`src/mvi_pkg.sv`:
```
package mvi_pkg;

  // register indices; byte address is four times the index
  localparam logic [9:0] MVI_IDX_G0_COMPARE   = 10'h2e4;
  localparam logic [9:0] MVI_IDX_G0_MASK      = 10'h2e5;
  localparam logic [9:0] MVI_IDX_LOAD_SW_MASK = 10'h2e6;
  localparam logic [9:0] MVI_IDX_SER_G1_CTRL  = 10'h2e7;
  localparam logic [9:0] MVI_IDX_TIMER_MASK   = 10'h2e8;
  localparam logic [9:0] MVI_IDX_TIMER_FLAGS  = 10'h2e9;
  localparam logic [9:0] MVI_IDX_PORT_SW_FLAGS = 10'h2ea;
  localparam logic [9:0] MVI_IDX_SER_CTRL_MASK = 10'h2f2;
  localparam logic [9:0] MVI_IDX_SER_G2_FLAGS = 10'h2f3;
  localparam logic [9:0] MVI_IDX_G2_MASK      = 10'h2f5;

  // reset values
  localparam logic [3:0] MVI_RST_MASK     = 4'h0;
  localparam logic [3:0] MVI_RST_COMPARE  = 4'h0;
  localparam logic [3:0] MVI_RST_SER_CTRL = 4'hc;
  localparam logic       MVI_RST_BIT      = 1'b0;

  // field positions inside the mixed registers
  localparam int MVI_POS_HEAVY_LOAD = 3;
  localparam int MVI_POS_G1_MASK    = 2;
  localparam int MVI_POS_G1_COMPARE = 1;
  localparam int MVI_POS_G1_PIN     = 0;
  localparam int MVI_POS_LCD_STATIC = 3;

  // interrupt entry: save pc plus vector load
  localparam int         MVI_ENTRY_CYCLES = 12;
  localparam logic [3:0] MVI_ENTRY_LAST   = 4'(MVI_ENTRY_CYCLES - 1);

  localparam logic [1:0] MVI_RESP_OKAY   = 2'h0;
  localparam logic [1:0] MVI_RESP_SLVERR = 2'h2;

  // factor flags in one carrier
  typedef struct packed {
    logic timer_slow_tick_flag;
    logic timer_mid_tick_flag;
    logic timer_fast_tick_flag;
    logic stopwatch_second_flag;
    logic stopwatch_tenth_flag;
    logic serial_done_flag;
    logic port_group0_flag;
    logic port_group1_flag;
    logic port_group2_flag;
  } mvi_flags_t;

  localparam int MVI_NFLAGS = $bits(mvi_flags_t);

  typedef enum logic [0:0] {MVI_IDLE, MVI_ENTRY} mvi_state_t;

endpackage

```
`src/mvi_edge_detect.sv`:
```
`timescale 1ns/100ps
module mvi_edge_detect
  import mvi_pkg::*;
#(
  parameter int W    = 1,
  parameter bit RISE = 1'b1,
  parameter bit FALL = 1'b1
) (
  input  wire logic         clock,
  input  wire logic         resetn,
  input  wire logic [W-1:0] level,
  input  wire logic [W-1:0] enable,
  output logic      [W-1:0] hit
);
  logic [W-1:0] prev_r;
  logic [W-1:0] prev_nxt;
  logic         armed_r;
  logic         armed_nxt;

  // first cycle after reset only samples, so a high pin is no edge
  always_comb begin
    prev_nxt  = level;
    armed_nxt = 1'b1;
    hit = {W{armed_r}} & enable &
          (({W{RISE}} & level & ~prev_r) | ({W{FALL}} & ~level & prev_r));
  end

  always_ff @(posedge clock) begin
    if (!resetn) begin
      prev_r  <= '0;
      armed_r <= 1'b0;
    end else begin
      prev_r  <= prev_nxt;
      armed_r <= armed_nxt;
    end
  end
endmodule // mvi_edge_detect

```
`src/mvi_interrupt_unit.sv`:
```
`timescale 1ns/100ps
module mvi_interrupt_unit
  import mvi_pkg::*;
(
  input  wire logic        clock,
  input  wire logic        resetn,
  // axi4-lite slave
  input  wire logic [11:0] s_axi_awaddr,
  input  wire logic        s_axi_awvalid,
  output logic             s_axi_awready,
  input  wire logic [31:0] s_axi_wdata,
  input  wire logic [3:0]  s_axi_wstrb,
  input  wire logic        s_axi_wvalid,
  output logic             s_axi_wready,
  output logic [1:0]       s_axi_bresp,
  output logic             s_axi_bvalid,
  input  wire logic        s_axi_bready,
  input  wire logic [11:0] s_axi_araddr,
  input  wire logic        s_axi_arvalid,
  output logic             s_axi_arready,
  output logic [31:0]      s_axi_rdata,
  output logic [1:0]       s_axi_rresp,
  output logic             s_axi_rvalid,
  input  wire logic        s_axi_rready,
  // event sources
  input  wire logic        timer_2hz,
  input  wire logic        timer_8hz,
  input  wire logic        timer_32hz,
  input  wire logic        stopwatch_1hz,
  input  wire logic        stopwatch_10hz,
  input  wire logic        serial_xfer_done,
  input  wire logic [3:0]  group0_input_pins,
  input  wire logic        group1_input_pin,
  input  wire logic [3:0]  group2_input_pins,
  // cpu core sequencer
  input  wire logic        irq_globally_on,
  input  wire logic        irq_globally_off,
  input  wire logic        instr_done,
  input  wire logic        halt_enter,
  output logic             irq_enable,
  output logic             irq_request,
  output logic             entry_busy,
  output logic             pc_push,
  output logic             pc_load,
  output logic [3:0]       vector_low,
  output logic             cpu_clock_run,
  output logic             heavy_load_protect_mode,
  output logic             lcd_drive_static_select
);

  // software-visible storage
  logic [3:0] g0_compare_r;
  logic [3:0] g0_compare_nxt;
  logic [3:0] g0_mask_r;
  logic [3:0] g0_mask_nxt;
  logic [1:0] sw_mask_r;
  logic [1:0] sw_mask_nxt;
  logic       heavy_load_r;
  logic       heavy_load_nxt;
  logic       g1_mask_r;
  logic       g1_mask_nxt;
  logic       g1_compare_r;
  logic       g1_compare_nxt;
  logic [2:0] timer_mask_r;
  logic [2:0] timer_mask_nxt;
  logic       lcd_static_r;
  logic       lcd_static_nxt;
  logic [3:0] ser_ctrl_r;
  logic [3:0] ser_ctrl_nxt;
  logic [3:0] g2_mask_r;
  logic [3:0] g2_mask_nxt;

  // bus state
  logic        aw_held_r;
  logic        aw_held_nxt;
  logic [9:0]  aw_idx_r;
  logic [9:0]  aw_idx_nxt;
  logic        w_held_r;
  logic        w_held_nxt;
  logic [3:0]  wdata_r;
  logic [3:0]  wdata_nxt;
  logic        wlane_r;
  logic        wlane_nxt;
  logic        bvalid_r;
  logic        bvalid_nxt;
  logic [1:0]  bresp_r;
  logic [1:0]  bresp_nxt;
  logic        arready_r;
  logic        arready_nxt;
  logic        rvalid_r;
  logic        rvalid_nxt;
  logic [31:0] rdata_r;
  logic [31:0] rdata_nxt;
  logic [1:0]  rresp_r;
  logic [1:0]  rresp_nxt;

  // entry sequencer state
  mvi_state_t  state_r;
  mvi_state_t  state_nxt;
  logic [3:0]  cnt_r;
  logic [3:0]  cnt_nxt;
  logic        ei_r;
  logic        ei_nxt;
  logic        halted_r;
  logic        halted_nxt;
  logic        req_r;
  logic        req_nxt;
  logic        push_r;
  logic        push_nxt;
  logic        load_r;
  logic        load_nxt;
  logic [3:0]  vec_r;
  logic [3:0]  vec_nxt;

  // combinational helpers
  logic [4:0]             tick_fall;
  logic [3:0]             g0_hit;
  logic                   g1_hit;
  logic [3:0]             g2_hit;
  mvi_flags_t             fl;
  mvi_flags_t             fl_set;
  mvi_flags_t             fl_clr;
  logic [MVI_NFLAGS-1:0]  fl_vec;
  logic                   wr_fire;
  logic                   rd_fire;
  logic [9:0]             ar_idx;
  logic                   rd_hit;
  logic [3:0]             rd_val;
  logic                   wr_hit;
  logic [3:0]             vec_now;

  mvi_edge_detect #(.W(5), .RISE(1'b0), .FALL(1'b1)) u_ticks (
    .clock  (clock),
    .resetn (resetn),
    .level  ({timer_2hz, timer_8hz, timer_32hz, stopwatch_1hz, stopwatch_10hz}),
    .enable (5'h1f),
    .hit    (tick_fall)
  );

  mvi_edge_detect #(.W(4), .RISE(1'b1), .FALL(1'b1)) u_group0 (
    .clock  (clock),
    .resetn (resetn),
    .level  (group0_input_pins),
    .enable (g0_mask_r),
    .hit    (g0_hit)
  );

  mvi_edge_detect #(.W(1), .RISE(1'b1), .FALL(1'b1)) u_group1 (
    .clock  (clock),
    .resetn (resetn),
    .level  (group1_input_pin),
    .enable (g1_mask_r),
    .hit    (g1_hit)
  );

  mvi_edge_detect #(.W(4), .RISE(1'b1), .FALL(1'b0)) u_group2 (
    .clock  (clock),
    .resetn (resetn),
    .level  (group2_input_pins),
    .enable (g2_mask_r),
    .hit    (g2_hit)
  );

  mvi_sticky_flags #(.W(MVI_NFLAGS)) u_flags (
    .clock  (clock),
    .resetn (resetn),
    .set    (fl_set),
    .clr    (fl_clr),
    .flags  (fl_vec)
  );

  assign fl = mvi_flags_t'(fl_vec);

  // flag sources and read-clear
  always_comb begin
    fl_set = '0;
    fl_set.timer_slow_tick_flag  = tick_fall[4];
    fl_set.timer_mid_tick_flag   = tick_fall[3];
    fl_set.timer_fast_tick_flag  = tick_fall[2];
    fl_set.stopwatch_second_flag = tick_fall[1];
    fl_set.stopwatch_tenth_flag  = tick_fall[0];
    fl_set.serial_done_flag      = serial_xfer_done;
    fl_set.port_group0_flag      = |g0_hit;
    fl_set.port_group1_flag      = g1_hit;
    fl_set.port_group2_flag      = |g2_hit;
    fl_clr = '0;
    if (rd_fire) begin
      case (ar_idx)
        MVI_IDX_TIMER_FLAGS: begin
          fl_clr.timer_slow_tick_flag = 1'b1;
          fl_clr.timer_mid_tick_flag  = 1'b1;
          fl_clr.timer_fast_tick_flag = 1'b1;
        end
        MVI_IDX_PORT_SW_FLAGS: begin
          fl_clr.port_group1_flag      = 1'b1;
          fl_clr.port_group0_flag      = 1'b1;
          fl_clr.stopwatch_second_flag = 1'b1;
          fl_clr.stopwatch_tenth_flag  = 1'b1;
        end
        MVI_IDX_SER_G2_FLAGS: begin
          fl_clr.port_group2_flag = 1'b1;
          fl_clr.serial_done_flag = 1'b1;
        end
        default: begin
          fl_clr = '0;
        end
      endcase
    end
  end

  // read decode; bits above the low nibble read as zero
  always_comb begin
    ar_idx = s_axi_araddr[11:2];
    rd_hit = 1'b1;
    rd_val = 4'h0;
    case (ar_idx)
      MVI_IDX_G0_COMPARE:    rd_val = g0_compare_r;
      MVI_IDX_G0_MASK:       rd_val = g0_mask_r;
      MVI_IDX_LOAD_SW_MASK:  rd_val = {heavy_load_r, 1'b0, sw_mask_r};
      MVI_IDX_SER_G1_CTRL:   rd_val = {1'b0, g1_mask_r, g1_compare_r, group1_input_pin};
      MVI_IDX_TIMER_MASK:    rd_val = {lcd_static_r, timer_mask_r};
      MVI_IDX_TIMER_FLAGS:   rd_val = {1'b0, fl.timer_slow_tick_flag,
                                       fl.timer_mid_tick_flag, fl.timer_fast_tick_flag};
      MVI_IDX_PORT_SW_FLAGS: rd_val = {fl.port_group1_flag, fl.port_group0_flag,
                                       fl.stopwatch_second_flag, fl.stopwatch_tenth_flag};
      MVI_IDX_SER_CTRL_MASK: rd_val = ser_ctrl_r;
      MVI_IDX_SER_G2_FLAGS:  rd_val = {2'h0, fl.port_group2_flag, fl.serial_done_flag};
      MVI_IDX_G2_MASK:       rd_val = g2_mask_r;
      default:               rd_hit = 1'b0;
    endcase
  end

  // axi4-lite handshakes: one read in flight; a second write is held while the first response waits
  always_comb begin
    aw_held_nxt = aw_held_r;
    aw_idx_nxt  = aw_idx_r;
    w_held_nxt  = w_held_r;
    wdata_nxt   = wdata_r;
    wlane_nxt   = wlane_r;
    bvalid_nxt  = bvalid_r;
    bresp_nxt   = bresp_r;
    arready_nxt = arready_r;
    rvalid_nxt  = rvalid_r;
    rdata_nxt   = rdata_r;
    rresp_nxt   = rresp_r;
    if (s_axi_awvalid && !aw_held_r) begin
      aw_held_nxt = 1'b1;
      aw_idx_nxt  = s_axi_awaddr[11:2];
    end
    if (s_axi_wvalid && !w_held_r) begin
      w_held_nxt = 1'b1;
      wdata_nxt  = s_axi_wdata[3:0];
      wlane_nxt  = s_axi_wstrb[0];
    end
    wr_fire = aw_held_r && w_held_r && !bvalid_r;
    if (wr_fire) begin
      aw_held_nxt = 1'b0;
      w_held_nxt  = 1'b0;
      bvalid_nxt  = 1'b1;
      bresp_nxt   = wr_hit ? MVI_RESP_OKAY : MVI_RESP_SLVERR;
    end
    if (bvalid_r && s_axi_bready) begin
      bvalid_nxt = 1'b0;
    end
    rd_fire = s_axi_arvalid && arready_r;
    if (rd_fire) begin
      arready_nxt = 1'b0;
      rvalid_nxt  = 1'b1;
      rdata_nxt   = {28'h0000000, rd_val};
      rresp_nxt   = rd_hit ? MVI_RESP_OKAY : MVI_RESP_SLVERR;
    end
    if (rvalid_r && s_axi_rready) begin
      rvalid_nxt  = 1'b0;
      arready_nxt = 1'b1;
    end
  end

  // register writes; flag registers ignore writes
  always_comb begin
    g0_compare_nxt = g0_compare_r;
    g0_mask_nxt    = g0_mask_r;
    sw_mask_nxt    = sw_mask_r;
    heavy_load_nxt = heavy_load_r;
    g1_mask_nxt    = g1_mask_r;
    g1_compare_nxt = g1_compare_r;
    timer_mask_nxt = timer_mask_r;
    lcd_static_nxt = lcd_static_r;
    ser_ctrl_nxt   = ser_ctrl_r;
    g2_mask_nxt    = g2_mask_r;
    wr_hit         = 1'b1;
    case (aw_idx_r)
      MVI_IDX_G0_COMPARE, MVI_IDX_G0_MASK, MVI_IDX_LOAD_SW_MASK,
      MVI_IDX_SER_G1_CTRL, MVI_IDX_TIMER_MASK, MVI_IDX_SER_CTRL_MASK,
      MVI_IDX_G2_MASK, MVI_IDX_TIMER_FLAGS, MVI_IDX_PORT_SW_FLAGS,
      MVI_IDX_SER_G2_FLAGS: wr_hit = 1'b1;
      default:              wr_hit = 1'b0;
    endcase
    if (aw_held_r && w_held_r && !bvalid_r && wlane_r) begin
      case (aw_idx_r)
        MVI_IDX_G0_COMPARE:   g0_compare_nxt = wdata_r;
        MVI_IDX_G0_MASK:      g0_mask_nxt    = wdata_r;
        MVI_IDX_LOAD_SW_MASK: begin
          heavy_load_nxt = wdata_r[MVI_POS_HEAVY_LOAD];
          sw_mask_nxt    = wdata_r[1:0];
        end
        MVI_IDX_SER_G1_CTRL:  begin
          g1_mask_nxt    = wdata_r[MVI_POS_G1_MASK];
          g1_compare_nxt = wdata_r[MVI_POS_G1_COMPARE];
        end
        MVI_IDX_TIMER_MASK:   begin
          lcd_static_nxt = wdata_r[MVI_POS_LCD_STATIC];
          timer_mask_nxt = wdata_r[2:0];
        end
        MVI_IDX_SER_CTRL_MASK: ser_ctrl_nxt = wdata_r;
        MVI_IDX_G2_MASK:       g2_mask_nxt  = wdata_r;
        default:               g0_mask_nxt  = g0_mask_r;
      endcase
    end
  end

  // vector from pending enabled sources
  always_comb begin
    vec_now[3] = |({fl.stopwatch_second_flag, fl.stopwatch_tenth_flag} & sw_mask_r);
    vec_now[2] = |({fl.timer_slow_tick_flag, fl.timer_mid_tick_flag,
                    fl.timer_fast_tick_flag} & timer_mask_r);
    vec_now[1] = (fl.port_group0_flag & (|g0_mask_r)) |
                 (fl.port_group1_flag & g1_mask_r) |
                 (fl.port_group2_flag & (|g2_mask_r));
    vec_now[0] = fl.serial_done_flag & ser_ctrl_r[0];
  end

  // entry sequencer
  always_comb begin
    state_nxt  = state_r;
    cnt_nxt    = cnt_r;
    ei_nxt     = ei_r;
    halted_nxt = halted_r;
    vec_nxt    = vec_r;
    push_nxt   = 1'b0;
    load_nxt   = 1'b0;
    req_nxt    = ei_r && (|vec_now);
    if (irq_globally_on) begin
      ei_nxt = 1'b1;
    end
    if (irq_globally_off) begin
      ei_nxt = 1'b0;
    end
    if (halt_enter) begin
      halted_nxt = 1'b1;
    end
    case (state_r)
      MVI_IDLE: begin
        // halted cpu has no instruction to finish
        if (req_r && (instr_done || halted_r)) begin
          state_nxt  = MVI_ENTRY;
          cnt_nxt    = 4'h0;
          ei_nxt     = 1'b0;
          halted_nxt = 1'b0;
          vec_nxt    = vec_now;
          push_nxt   = 1'b1;
          req_nxt    = 1'b0;
        end
      end
      MVI_ENTRY: begin
        req_nxt = 1'b0;
        ei_nxt  = 1'b0;
        cnt_nxt = cnt_r + 4'h1;
        if (cnt_r == MVI_ENTRY_LAST - 4'h1) begin
          load_nxt = 1'b1;
        end
        if (cnt_r == MVI_ENTRY_LAST) begin
          state_nxt = MVI_IDLE;
          cnt_nxt   = 4'h0;
        end
      end
      default: begin
        state_nxt = MVI_IDLE;
      end
    endcase
  end

  always_ff @(posedge clock) begin
    if (!resetn) begin
      g0_compare_r <= MVI_RST_COMPARE;
      g0_mask_r    <= MVI_RST_MASK;
      sw_mask_r    <= MVI_RST_MASK[1:0];
      heavy_load_r <= MVI_RST_BIT;
      g1_mask_r    <= MVI_RST_BIT;
      g1_compare_r <= MVI_RST_BIT;
      timer_mask_r <= MVI_RST_MASK[2:0];
      lcd_static_r <= MVI_RST_BIT;
      ser_ctrl_r   <= MVI_RST_SER_CTRL;
      g2_mask_r    <= MVI_RST_MASK;
      aw_held_r    <= 1'b0;
      aw_idx_r     <= '0;
      w_held_r     <= 1'b0;
      wdata_r      <= '0;
      wlane_r      <= 1'b0;
      bvalid_r     <= 1'b0;
      bresp_r      <= MVI_RESP_OKAY;
      arready_r    <= 1'b0;
      rvalid_r     <= 1'b0;
      rdata_r      <= '0;
      rresp_r      <= MVI_RESP_OKAY;
      state_r      <= MVI_IDLE;
      cnt_r        <= 4'h0;
      ei_r         <= 1'b0;
      halted_r     <= 1'b0;
      req_r        <= 1'b0;
      push_r       <= 1'b0;
      load_r       <= 1'b0;
      vec_r        <= 4'h0;
    end else begin
      g0_compare_r <= g0_compare_nxt;
      g0_mask_r    <= g0_mask_nxt;
      sw_mask_r    <= sw_mask_nxt;
      heavy_load_r <= heavy_load_nxt;
      g1_mask_r    <= g1_mask_nxt;
      g1_compare_r <= g1_compare_nxt;
      timer_mask_r <= timer_mask_nxt;
      lcd_static_r <= lcd_static_nxt;
      ser_ctrl_r   <= ser_ctrl_nxt;
      g2_mask_r    <= g2_mask_nxt;
      aw_held_r    <= aw_held_nxt;
      aw_idx_r     <= aw_idx_nxt;
      w_held_r     <= w_held_nxt;
      wdata_r      <= wdata_nxt;
      wlane_r      <= wlane_nxt;
      bvalid_r     <= bvalid_nxt;
      bresp_r      <= bresp_nxt;
      arready_r    <= (arready_nxt || (!arready_r && !rvalid_r && !rd_fire)) && !rvalid_nxt;
      rvalid_r     <= rvalid_nxt;
      rdata_r      <= rdata_nxt;
      rresp_r      <= rresp_nxt;
      state_r      <= state_nxt;
      cnt_r        <= cnt_nxt;
      ei_r         <= ei_nxt;
      halted_r     <= halted_nxt;
      req_r        <= req_nxt;
      push_r       <= push_nxt;
      load_r       <= load_nxt;
      vec_r        <= vec_nxt;
    end
  end

  // all outputs straight from flops
  assign s_axi_awready           = !aw_held_r;
  assign s_axi_wready            = !w_held_r;
  assign s_axi_bvalid            = bvalid_r;
  assign s_axi_bresp             = bresp_r;
  assign s_axi_arready           = arready_r;
  assign s_axi_rvalid            = rvalid_r;
  assign s_axi_rdata             = rdata_r;
  assign s_axi_rresp             = rresp_r;
  assign irq_enable              = ei_r;
  assign irq_request             = req_r;
  assign entry_busy              = (state_r == MVI_ENTRY);
  assign pc_push                 = push_r;
  assign pc_load                 = load_r;
  assign vector_low              = vec_r;
  assign cpu_clock_run           = !halted_r;
  assign heavy_load_protect_mode = heavy_load_r;
  assign lcd_drive_static_select = lcd_static_r;

endmodule // mvi_interrupt_unit

```
`src/mvi_sticky_flags.sv`:
```
`timescale 1ns/100ps
module mvi_sticky_flags
  import mvi_pkg::*;
#(
  parameter int W = MVI_NFLAGS
) (
  input  wire logic         clock,
  input  wire logic         resetn,
  input  wire logic [W-1:0] set,
  input  wire logic [W-1:0] clr,
  output logic      [W-1:0] flags
);
  logic [W-1:0] flags_r;
  logic [W-1:0] flags_nxt;

  always_comb begin
    flags_nxt = (flags_r & ~clr) | set;
    flags     = flags_r;
  end

  always_ff @(posedge clock) begin
    if (!resetn) begin
      flags_r <= '0;
    end else begin
      flags_r <= flags_nxt;
    end
  end
endmodule // mvi_sticky_flags
```
`config.mk`:
```
export PLATFORM = sky130hd
export DESIGN_NAME = mvi_interrupt_unit
export DESIGN_NICKNAME = d
export VERILOG_FILES = /design/src/mvi_pkg.sv /design/src/mvi_edge_detect.sv /design/src/mvi_interrupt_unit.sv /design/src/mvi_sticky_flags.sv
export SDC_FILE = /design/constraint.sdc
export NUM_CORES = 1
export LEC_CHECK = 0
export BUFFER_PORTS_ARGS = -buffer_cell sky130_fd_sc_hd__buf_2
export CELL_PAD_IN_SITES_DETAIL_PLACEMENT = 0
export CELL_PAD_IN_SITES_GLOBAL_PLACEMENT = 1
export CORE_MARGIN = 1
export CORE_UTILIZATION = 36
export DETAILED_ROUTE_END_ITERATION = 8
export GPL_TIMING_DRIVEN = 0
export PLACE_DENSITY = 0.8
export SYNTH_ARGS = -nofsm -noshare
export SYNTH_HDL_FRONTEND = slang
export SYNTH_SLANG_ARGS = --single-unit
export TNS_END_PERCENT = 30
```
`constraint.sdc`:
```
create_clock -name clock -period 2.3 [get_ports clock]
set_input_delay 0.46 -clock clock [delete_from_list [all_inputs] [get_ports clock]]
set_output_delay 0.46 -clock clock [all_outputs]
set_load 0.02 [all_outputs]
```
==> results of run 1 <==
[cells by family after synthesis]
logic type	count (synthesis)
buffers and inverters	67
AND/OR/NAND/NOR	177
flip-flops	89
XOR/XNOR	5
adder cells (fa/ha/maj)	2
other	1
multiplexers	31
AO/OA/AOI/OAI	91
[path summary, 6_finish.rpt]
kind | start | to | slack [ns]
max | aw_idx_r[2] | g1_compare_r | 0.38
min reg2reg | aw_idx_r[8] | aw_idx_r[8] | 0.46
min | resetn | u_group2.armed_r | 0.22
max reg2reg | aw_idx_r[2] | g1_compare_r | 0.38
[power breakdown]
group	switching [mW]	internal [mW]
Sequential	0.0354	1.58
Clock	0.585	0.622
Combinational	0.196	0.134
Total	0.817	2.34
[placed cells by master, fill, tap and decap left out, types with 3 or more instances in the layout]
master / instances
nor2b_1: 6
conb_1: 30
mux2i_1: 29
o21ai_0: 19
clkbuf_1: 15
nand2_1: 47
a31oi_1: 4
a22oi_1: 6
nor3_1: 8
a211oi_1: 4
xor2_1: 5
clkbuf_8: 9
inv_1: 16
buf_2: 74
a21oi_1: 25
nand3_1: 7
nand3b_1: 4
a22o_1: 5
and2_1: 15
nor3b_1: 4
and3_1: 3
nand4_1: 5
or3_1: 3
nor2_1: 56
nand2b_1: 4
a32oi_1: 8
dfxtp_1: 89
buf_4: 31
[layer usage]
layer	up-vias	GRT usage [%]	wire (um)
met1	1623	22.9	4580
met3	13	4.52	638
li1	1788	-	-
met4	0	6.65	159
met2	120	29.8	4650
met5	-	0	0
[layout make-up]
cell class                 count  area (sq um)  area share (%)
multi-input combinational    336          2000            40.6
inverter                      17          63.8            1.29
timing repair buffer          73           365            7.41
tap                          140           175            3.55
buffer                        50           320            6.50
clock buffer                   9           124            2.51
sequential                    89          1780            36.1
clock inverter                 7           100            2.03
[cell usage after synthesis, types with 2 or more instances]
| cell type | instances | share of area [%] |
|---|---|---|
| dfxtp_1 | 89 | 44 |
| nor2_1 | 56 | 5.2 |
| nand2_1 | 47 | 4.3 |
| buf_4 | 31 | 5.7 |
| mux2i_1 | 29 | 7.2 |
| a21oi_1 | 25 | 3.1 |
| o21ai_0 | 19 | 2.3 |
| inv_1 | 16 | 1.5 |
| and2_1 | 15 | 2.3 |
| clkbuf_1 | 15 | 1.4 |
| a32oi_1 | 8 | 1.7 |
| nor3_1 | 8 | 0.99 |
| nand3_1 | 7 | 0.86 |
| a22oi_1 | 6 | 1.1 |
| nor2b_1 | 6 | 0.93 |
| a22o_1 | 5 | 1.1 |
| nand4_1 | 5 | 0.77 |
| xor2_1 | 5 | 1.1 |
| a211oi_1 | 4 | 0.74 |
| a31oi_1 | 4 | 0.62 |
| nand2b_1 | 4 | 0.62 |
| nand3b_1 | 4 | 0.74 |
| nor3b_1 | 4 | 0.74 |
| and3_1 | 3 | 0.46 |
| or3_1 | 3 | 0.46 |
| a21o_1 | 2 | 0.37 |
| a222oi_1 | 2 | 0.49 |
| a41oi_1 | 2 | 0.43 |
| and4b_1 | 2 | 0.49 |
| buf_6 | 2 | 0.56 |
| ha_1 | 2 | 0.62 |
| mux2_2 | 2 | 0.56 |
| nand4bb_1 | 2 | 0.56 |
| o211a_1 | 2 | 0.49 |
| o221a_2 | 2 | 0.56 |
| o22ai_1 | 2 | 0.31 |
| or4_1 | 2 | 0.37 |
[stage by stage]
stage	total power [mW]	hold WS, ns	util [%]	worst slack [ns]	area (sq um)
3_3_place_gp	1.98	0.440	43.2	0.231	4710
2_1_floorplan	1.87	0.432	-	0.563	4170
5_1_grt	3.30	0.215	45.3	0.290	4930
3_5_place_dp	1.99	0.444	43.2	0.214	4710
6_report	3.16	0.225	45.3	0.380	4930
4_1_cts	3.18	0.215	45.3	0.430	4930
==> reports/qor.yml, run 1 <==
status: "finished, final reports clean"
synthAdderAreaFrac_pct: 0.617
grt-ovfl-total: 0
avgSynthCellArea_sq_um: 8.76
cts_tree: "done"
rows: 38
setup-violations-final: 0
fillCellCount: 1093
core_area_sq_um: 10900
synth_cell_types: 58
yosysSeqAreaShare_pct: 43.9
finalWeightedCongestion: 0.930
htree_levels: 3
cts.clk_slew.worst_paths_ns: 0.09
critPathLaunchType: "register"
grt_pass1_vias: 3310
grt_max_degree: 17
period_share_pct: 83.5
n_antenna_cell: 0
viasPerCell: 4.92
cellPowerDensity_nw_per_um2: 641
hold_depth: 1
wl_per_cell_um: 13.9
cts_resized: 0
ir_worst_vdd_mv: 0.333
syn_inst: 463
drv_slew: 0
die_w_um: 108
path_depth: 6
cp_top_family: "simple AND/OR/NAND/NOR gates"
dieArea_sq_um: 11700
p_leak_nw: 2.26
cpMaxStageDelayCell: "dfxtp_1"
cts_buffers: 9
finalHoldViolCount: 0
insertion_delay_ns: 0.36
drv_cap: 0
endpoint_kind: "register"
track_usage_pct: 18.2
largest_reg_flops: 10
grt_pass1_wl_um: 16300
crit_path_max_fanout: 10
drt-initial-drc-count: 206
synth-xor-area-share_pct: 1.08
ys_ff_latch: 89
synth_top_family_by_area: "simple AND/OR/NAND/NOR gates"
post-route-min-period_ns: 1.92
tightest_slew_ns: 0.595
dp.cells: 705
io_buffers: 73
syn_area_sq_um: 4060
top_register: "aw_idx_r"
synthSimpleGateAreaFrac_pct: 22.1
die_h_um: 108
clk_path_buf_depth: 2
rsz0062_at_grt: "false"
path_cells: "nor3b_1, nand4_1, clkbuf_1, nor3_1, mux2i_1, nor2_1"
hp-class: "in -> reg"
synth_flop_cell: "dfxtp_1"
yosys_warnings: 0
worstPathArrival_ns: 2.15
skew_ns: 0.0114
setup.worst_path.class: "reg -> reg"
cpPeakStageDelay_ns: 0.45
ctsHoldBuffers: 0
first_pass_iters: 4
drive_gt1_share_pct: 22.7
synthMuxAreaShare_pct: 7.71
cp_num_buf_inv: 1
start_util_pct: 37.3
slew_headroom_pct: 60.4
synth_compound_area_share_pct: 15.0
layout.cells.non_filler: 721
wirelength_um: 10000
reg2reg_depth: 6
fin_nets: 664
synth_edf_count: 0
antenna_found_initial: 0
drtAntennaViolNets: 0
worstPathRequired_ns: 2.53
cts-root-buf: "clkbuf_8"
postCtsSetupRepairBufs: 0
cts_sinks: 89
setup_tns_ns: 0
dr_total_vias: 3544
drc: 0
dpl.hpwl_um: 7700
ys_async_sr_fraction_pct: 0
fmax_mhz: 521
io_pins: 139
synthToLayoutAreaGrowth_pct: 21.5
Power figures use the tool's default switching activity.
==> inputs of run 2 (changes only) <==
Settings changed: ABC_AREA set to 1, CORE_UTILIZATION 36 to 35, PLACE_DENSITY 0.8 to 0.81.
Clock period 2.3 ns to 1.95 ns, I/O delays scaled along.
==> run 2 against run 1 <==
Net effect: total power increased by 30%; count of clock-buffer cells in the layout up 3; final cell count increased by 15%.
==> reports/qor.yml, run 2 <==
fin_nets: 769  # +16%
p_leak_nw: 2.37  # +5.2%
antenna_found_initial: 0  # unchanged
synth_flop_cell: "dfxtp_1"
worstPathArrival_ns: 1.84  # -0.31 ns
place_area_sq_um: 4750  # +1.0%
cts.clk_slew.worst_paths_ns: 0.06  # -0.03 ns
core_area_sq_um: 11400  # +4.9%
min_from: "irq_globally_off"
endpoint_kind: "register"
layout.cells.non_filler: 829  # +15%
tightest_slew_ns: 0.666  # +0.0716 ns
ir_worst_vdd_mv: 0.322  # -3.5%
fin_util_pct: 44.3  # -0.95 points
drv_slew: 0  # unchanged
synth_commonest_cells: "105 x nand2_1, 89 x dfxtp_1, 69 x inv_1"
syn_area_sq_um: 4100  # +1.1%
htree_levels: 3  # unchanged
avgSynthCellArea_sq_um: 7.22  # -18%
grt_pass1_wl_um: 17000  # +3.9%
drt-initial-drc-count: 167  # -19%
holdPathEnd: "irq_enable"
cts_buffers: 9  # unchanged
rr_startpoint: "aw_idx_r[4]"
largest_reg_flops: 10  # unchanged
cpPeakStageDelay_ns: 0.57  # +0.12 ns
cts_sinks: 89  # unchanged
hp-class: "in -> reg"
synth_cell_types: 37  # -36%
drv_cap: 0  # unchanged
post-route-min-period_ns: 1.56
regToRegSetupSlack_ns: 0.46  # +0.08 ns
track_usage_pct: 18.6  # +0.49 points
synth_edf_count: 0  # unchanged
cts_resized: 0  # unchanged
clk_path_buf_depth: 2  # unchanged
viasPerCell: 4.64  # -5.5%
setup-violations-final: 0  # unchanged
path_cells: "buf_2, clkbuf_1, clkbuf_1, o21ai_0, nor2_1"
cp_top_family: "buffers and inverters"
cp_num_buf_inv: 3  # +2
insertion_delay_ns: 0.34  # -0.02 ns
status: "finished, final reports clean"
grt_max_degree: 15  # -2
yosysSeqAreaShare_pct: 43.5  # -0.47 points
yosys.area.top_type: "dfxtp_1"
first_pass_iters: 5  # +1
grt_pass1_vias: 3481  # +5.2%
setup.worst_path.class: "in -> reg"
period_share_pct: 80.0
dpl.hpwl_um: 8490  # +10%
cpMaxStageDelayCell: "clkbuf_1"
synthToLayoutAreaGrowth_pct: 23.4
synth.area.top_cells: "dfxtp_1 43%, nand2_1 9.6%, o21ai_0 6.3%"
critPathMostFrequentCell: "clkbuf_1"
io_pins: 139  # unchanged
setup_tns_ns: 0  # unchanged
rows: 39  # +2.6%
grt-ovfl-total: 0  # unchanged
hold_depth: 2  # +1
yosys_warnings: 0  # unchanged
die_h_um: 110  # +1.9%
wl_per_cell_um: 13.3  # -4.7%
postCtsSetupRepairBufs: 0  # unchanged
top_register: "aw_idx_r"
die_w_um: 110  # +1.9%
syn_inst: 568  # +23%
n_antenna_cell: 0  # unchanged
dieArea_sq_um: 12200  # +3.9%
io_buffers: 73  # unchanged
crit_start: "resetn"
dr_total_vias: 3849  # +8.6%
finalHoldViolCount: 0  # unchanged
design_area_sq_um: 5060  # +2.7%
start_util_pct: 35.9  # -1.3 points
dp.cells: 813  # +15%
final_common_cell: "nand2_1"
cts_tree: "done"
crit_path_max_fanout: 10  # unchanged
finalWeightedCongestion: 0.865  # -7.0%
rsz0062_at_grt: "false"
cellPowerDensity_nw_per_um2: 811  # +27%
drtAntennaViolNets: 0  # unchanged
wirelength_um: 11000  # +9.6%
drive_gt1_share_pct: 20.0  # -2.7 points
finalPower_mw: 4.10  # +30%
worstPathRequired_ns: 2.23  # -0.30 ns
synth_top_area_share_pct: 43.5  # -0.47 points
yosysMostFrequentCell: "nand2_1"
ctsHoldBuffers: 0  # unchanged
slew_headroom_pct: 55.6  # -4.8 points
cts-root-buf: "clkbuf_16"
fmax_mhz: 641
ys_ff_latch: 89  # unchanged
r2r_end: "g2_mask_r[1]"
reg2reg_depth: 5  # -1
skew_ns: 0.00790  # -0.00351 ns
critPathLaunchType: "input port"
drc: 0  # unchanged
ys_async_sr_fraction_pct: 0  # unchanged
final_cell_mix: "105 x nand2_1, 89 x dfxtp_1, 75 x buf_2"
-- run 2: where the power goes --
part	internal, mW	switching (mW)	leakage, nW
combinational	0.141	0.261	1.50
sequential	1.88	0.0417	0.727
clock	1.06	0.716	0.149
total	3.08	1.02	2.37
-- run 2: how the worst max path moves through the flow --
stage / to / slack, ns / cells after the start
after floorplan: s_axi_rdata[1] / 0.62 / 10
after global placement: aw_idx_r[9] / 0.04 / 5
after detailed placement: aw_idx_r[9] / 0.04 / 5
after CTS: aw_idx_r[9] / 0.39 / 5
after global routing: g0_compare_r[2] / 0.25 / 8
final: aw_idx_r[9] / 0.39 / 5
-- run 2: per-layer routing --
metal  vias to the layer above  GRT usage, %  part of all wire [%]
met5                         -             0                     0
met1                      1688          24.4                    47
li1                       2020             -                     -
met2                       132          30.9                    46
met4                         0          6.02                   1.1
met3                         9          3.53                   6.4
-- run 2: stage by stage --
step	hold slack, ns	setup slack [ns]
global route	0.219	0.251
detailed placement	0.448	0.0369
global placement	0.443	0.0429
finish	0.209	0.390
CTS	0.199	0.389
floorplan	0.418	0.620
-- run 2: final cells by class --
| cell class | instances | area (sq um) |
|---|---|---|
| fill | 1228 | 6360 |
| multi-input combinational | 390 | 1870 |
| sequential | 89 | 1780 |
| timing repair buffer | 73 | 365 |
| inverter | 76 | 285 |
| buffer | 42 | 277 |
| clock buffer | 12 | 256 |
| tap | 143 | 179 |
| clock inverter | 4 | 51.3 |
-- run 2: logic make-up (layout without fill, tap and decap cells) --
family / Yosys count / in the layout / share of synthesized area (%)
AO/OA/AOI/OAI: 122 / 122 / 16.1
XOR/XNOR: 3 / 3 / 0.641
adder cells (fa/ha/maj): 2 / 2 / 0.610
buffers and inverters: 118 / 207 / 13.7
flip-flops: 89 / 89 / 43.5
other: 1 / 30 / 0.0915
AND/OR/NAND/NOR: 233 / 233 / 25.4
==> inputs of run 3 (changes only) <==
Clock period 1.95 ns to 1.55 ns, I/O delays scaled along.
==> run 3 against run 2 <==
Net effect: via count decreased by 0.13%; register-to-register slack worse by 0.41 ns; highest routed layer unchanged; global-route usage unchanged; die area unchanged; utilization is 0.36 points higher; worst hold slack lost 0.078 ns; sequential cell count stayed put; non-clock buffer count up 2.
==> reports/qor.yml, run 3 (synthesis results as in run 2) <==
skew_ns: 0.00695  # -0.000952 ns
n_antenna_cell: 0  # unchanged
hp-class: "in -> reg"
cts_buffers: 9  # unchanged
cpPeakStageDelay_ns: 0.34  # -0.23 ns
drt-initial-drc-count: 192  # +15%
worstPathRequired_ns: 1.76  # -0.47 ns
viasPerCell: 4.63  # -0.37%
track_usage_pct: 18.6  # unchanged
finalPower_mw: 5.16  # +26%
netSwitchingFraction_pct: 24.8  # -0.027 points
slew_headroom_pct: 57.0  # +1.5 points
ctsHoldBuffers: 0  # unchanged
die_w_um: 110  # unchanged
drv_slew: 0  # unchanged
io_pins: 139  # unchanged
ir_worst_vdd_mv: 0.403  # +25%
path_cells: "inv_2, nor2_1, nand2_2, nor2_4, nand3_1, o21ai_0, a21oi_1"
critPathLaunchType: "register"
rr_startpoint: "w_held_r"
antenna_found_initial: 0  # unchanged
wl_per_cell_um: 13.2  # -0.23%
rsz0062_at_grt: "true"
dieArea_sq_um: 12200  # unchanged
layout.cells.non_filler: 831  # +0.24%
htree_levels: 3  # unchanged
period_share_pct: 97.0
die_h_um: 110  # unchanged
rows: 39  # unchanged
tightest_slew_ns: 0.644  # -0.0218 ns
grt_max_degree: 15  # unchanged
final_common_cell: "nand2_1"
setup.worst_path.class: "reg -> reg"
wirelength_um: 11000  # about the same
grt_pass1_vias: 3481  # unchanged
start_util_pct: 35.9  # unchanged
io_buffers: 73  # unchanged
finalWeightedCongestion: 0.865  # unchanged
power_frac_seq_pct: 46.9  # about the same
drv_cap: 0  # unchanged
setup_tns_ns: 0  # unchanged
drive_gt1_share_pct: 21.1  # +1.1 points
cts-root-buf: "clkbuf_16"
cellPowerDensity_nw_per_um2: 1010  # +25%
crit_start: "w_held_r"
dp.cells: 813  # unchanged
p_int_mw: 3.88  # +26%
setup_ws_ns: 0.0465  # -0.344 ns
place_area_sq_um: 4750  # unchanged
first_pass_iters: 4  # -1
dpl.hpwl_um: 8490  # unchanged
crit_path_max_fanout: 8  # -2
largest_reg_flops: 10  # unchanged
pre_cts_ws_ns: -0.283  # -0.320 ns
regToRegSetupSlack_ns: 0.05  # -0.41 ns
drc: 0  # unchanged
p_clk_share_pct: 43.3  # about the same
endpoint_kind: "register"
synthToLayoutAreaGrowth_pct: 24.4
setup-violations-final: 0  # unchanged
combPwrFrac_pct: 9.8  # about the same
design_area_sq_um: 5100  # +0.82%
post-route-min-period_ns: 1.50
insertion_delay_ns: 0.33  # about the same
dr_total_vias: 3844  # -0.13%
status: "finished, final reports clean"
fin_nets: 771  # +0.26%
cts_sinks: 89  # unchanged
p_leak_nw: 2.40  # +1.1%
grt_pass1_wl_um: 17000  # unchanged
grt-ovfl-total: 0  # unchanged
top_register: "aw_idx_r"
finalHoldViolCount: 0  # unchanged
fmax_mhz: 665
cts_tree: "done"
p_switching_mw: 1.28  # +26%
worstPathArrival_ns: 1.72  # -0.12 ns
crit_path_end: "timer_mask_r[0]"
cts.clk_slew.worst_paths_ns: 0.06  # about the same
final_cell_mix: "104 x nand2_1, 86 x dfxtp_1, 75 x buf_2"
r2r_end: "timer_mask_r[0]"
core_area_sq_um: 11400  # unchanged
drtAntennaViolNets: 0  # unchanged
reg2reg_depth: 7  # +2
cpMaxStageDelayCell: "dfxtp_1"
clk_path_buf_depth: 2  # unchanged
==> run 3: cell types whose count changed in the layout (fill, tap and decap cells not counted), sizes merged <==
cell	change
buf	+2
==> run 3: routing by layer <==
layer / vias up / GRT usage (%) / share of wire [%]
met2: 107 / 30.9 / 46
met3: 9 / 3.53 / 5.3
li1: 2023 / - / -
met5: - / 0 / 0
met4: 0 / 6.02 / 1.1
met1: 1705 / 24.4 / 48
==> run 3: what timing repair did <==
item                                   in CTS  in global routing
setup buffers                               0                  2
gates resized for setup                     0                 12
setup endpoints to repair                   0                 24
endpoints found under the hold margin       0                  0
==> run 3: worst min-delay path by stage <==
stage	startpoint	endpoint	slack, ns	depth (start not counted)
global route	irq_globally_off	irq_enable	0.14	2
CTS	irq_globally_off	irq_enable	0.12	2
floorplan	resetn	u_group2.armed_r	0.34	0
global placement	aw_idx_r[8]	aw_idx_r[8]	0.44	2
finish	irq_globally_off	irq_enable	0.13	2
detailed placement	aw_idx_r[8]	aw_idx_r[8]	0.45	2
==> run 3: final cells by class <==
class / instances / area (sq um)
flip-flops and latches: 89 / 1790
plain buffers: 42 / 277
multi-input cells: 390 / 1890
fillers: 1227 / 6320
well taps: 143 / 179
inverters: 76 / 285
clock buffers: 12 / 256
clock inverters: 4 / 51.3
repair buffers: 75 / 380
==> run 3: power groups by stage <==
stage	clock network, mW	registers [mW]	logic [mW]
after floorplan	0	2.47	0.334
after global placement	0	2.47	0.498
after detailed placement	0	2.47	0.504
after CTS	2.28	2.42	0.505
after global routing	2.38	2.43	0.570
final	2.23	2.42	0.508
==> run 3: per-stage QoR <==
step / util (%) / hold WS (ns)
global placement: 41.6 / 0.443
finish: 44.7 / 0.130
detailed placement: 41.6 / 0.448
floorplan: - / 0.338
global route: 44.7 / 0.139
CTS: 44.3 / 0.119
==> run 3: critical path, delay by kind of cell (launching register included) <==
kind / cells / cell delay [ns]
buffers and inverters: 1 / 0.05
AND/OR/NAND/NOR: 4 / 0.69
flip-flops: 1 / 0.34
AO/OA/AOI/OAI: 2 / 0.30
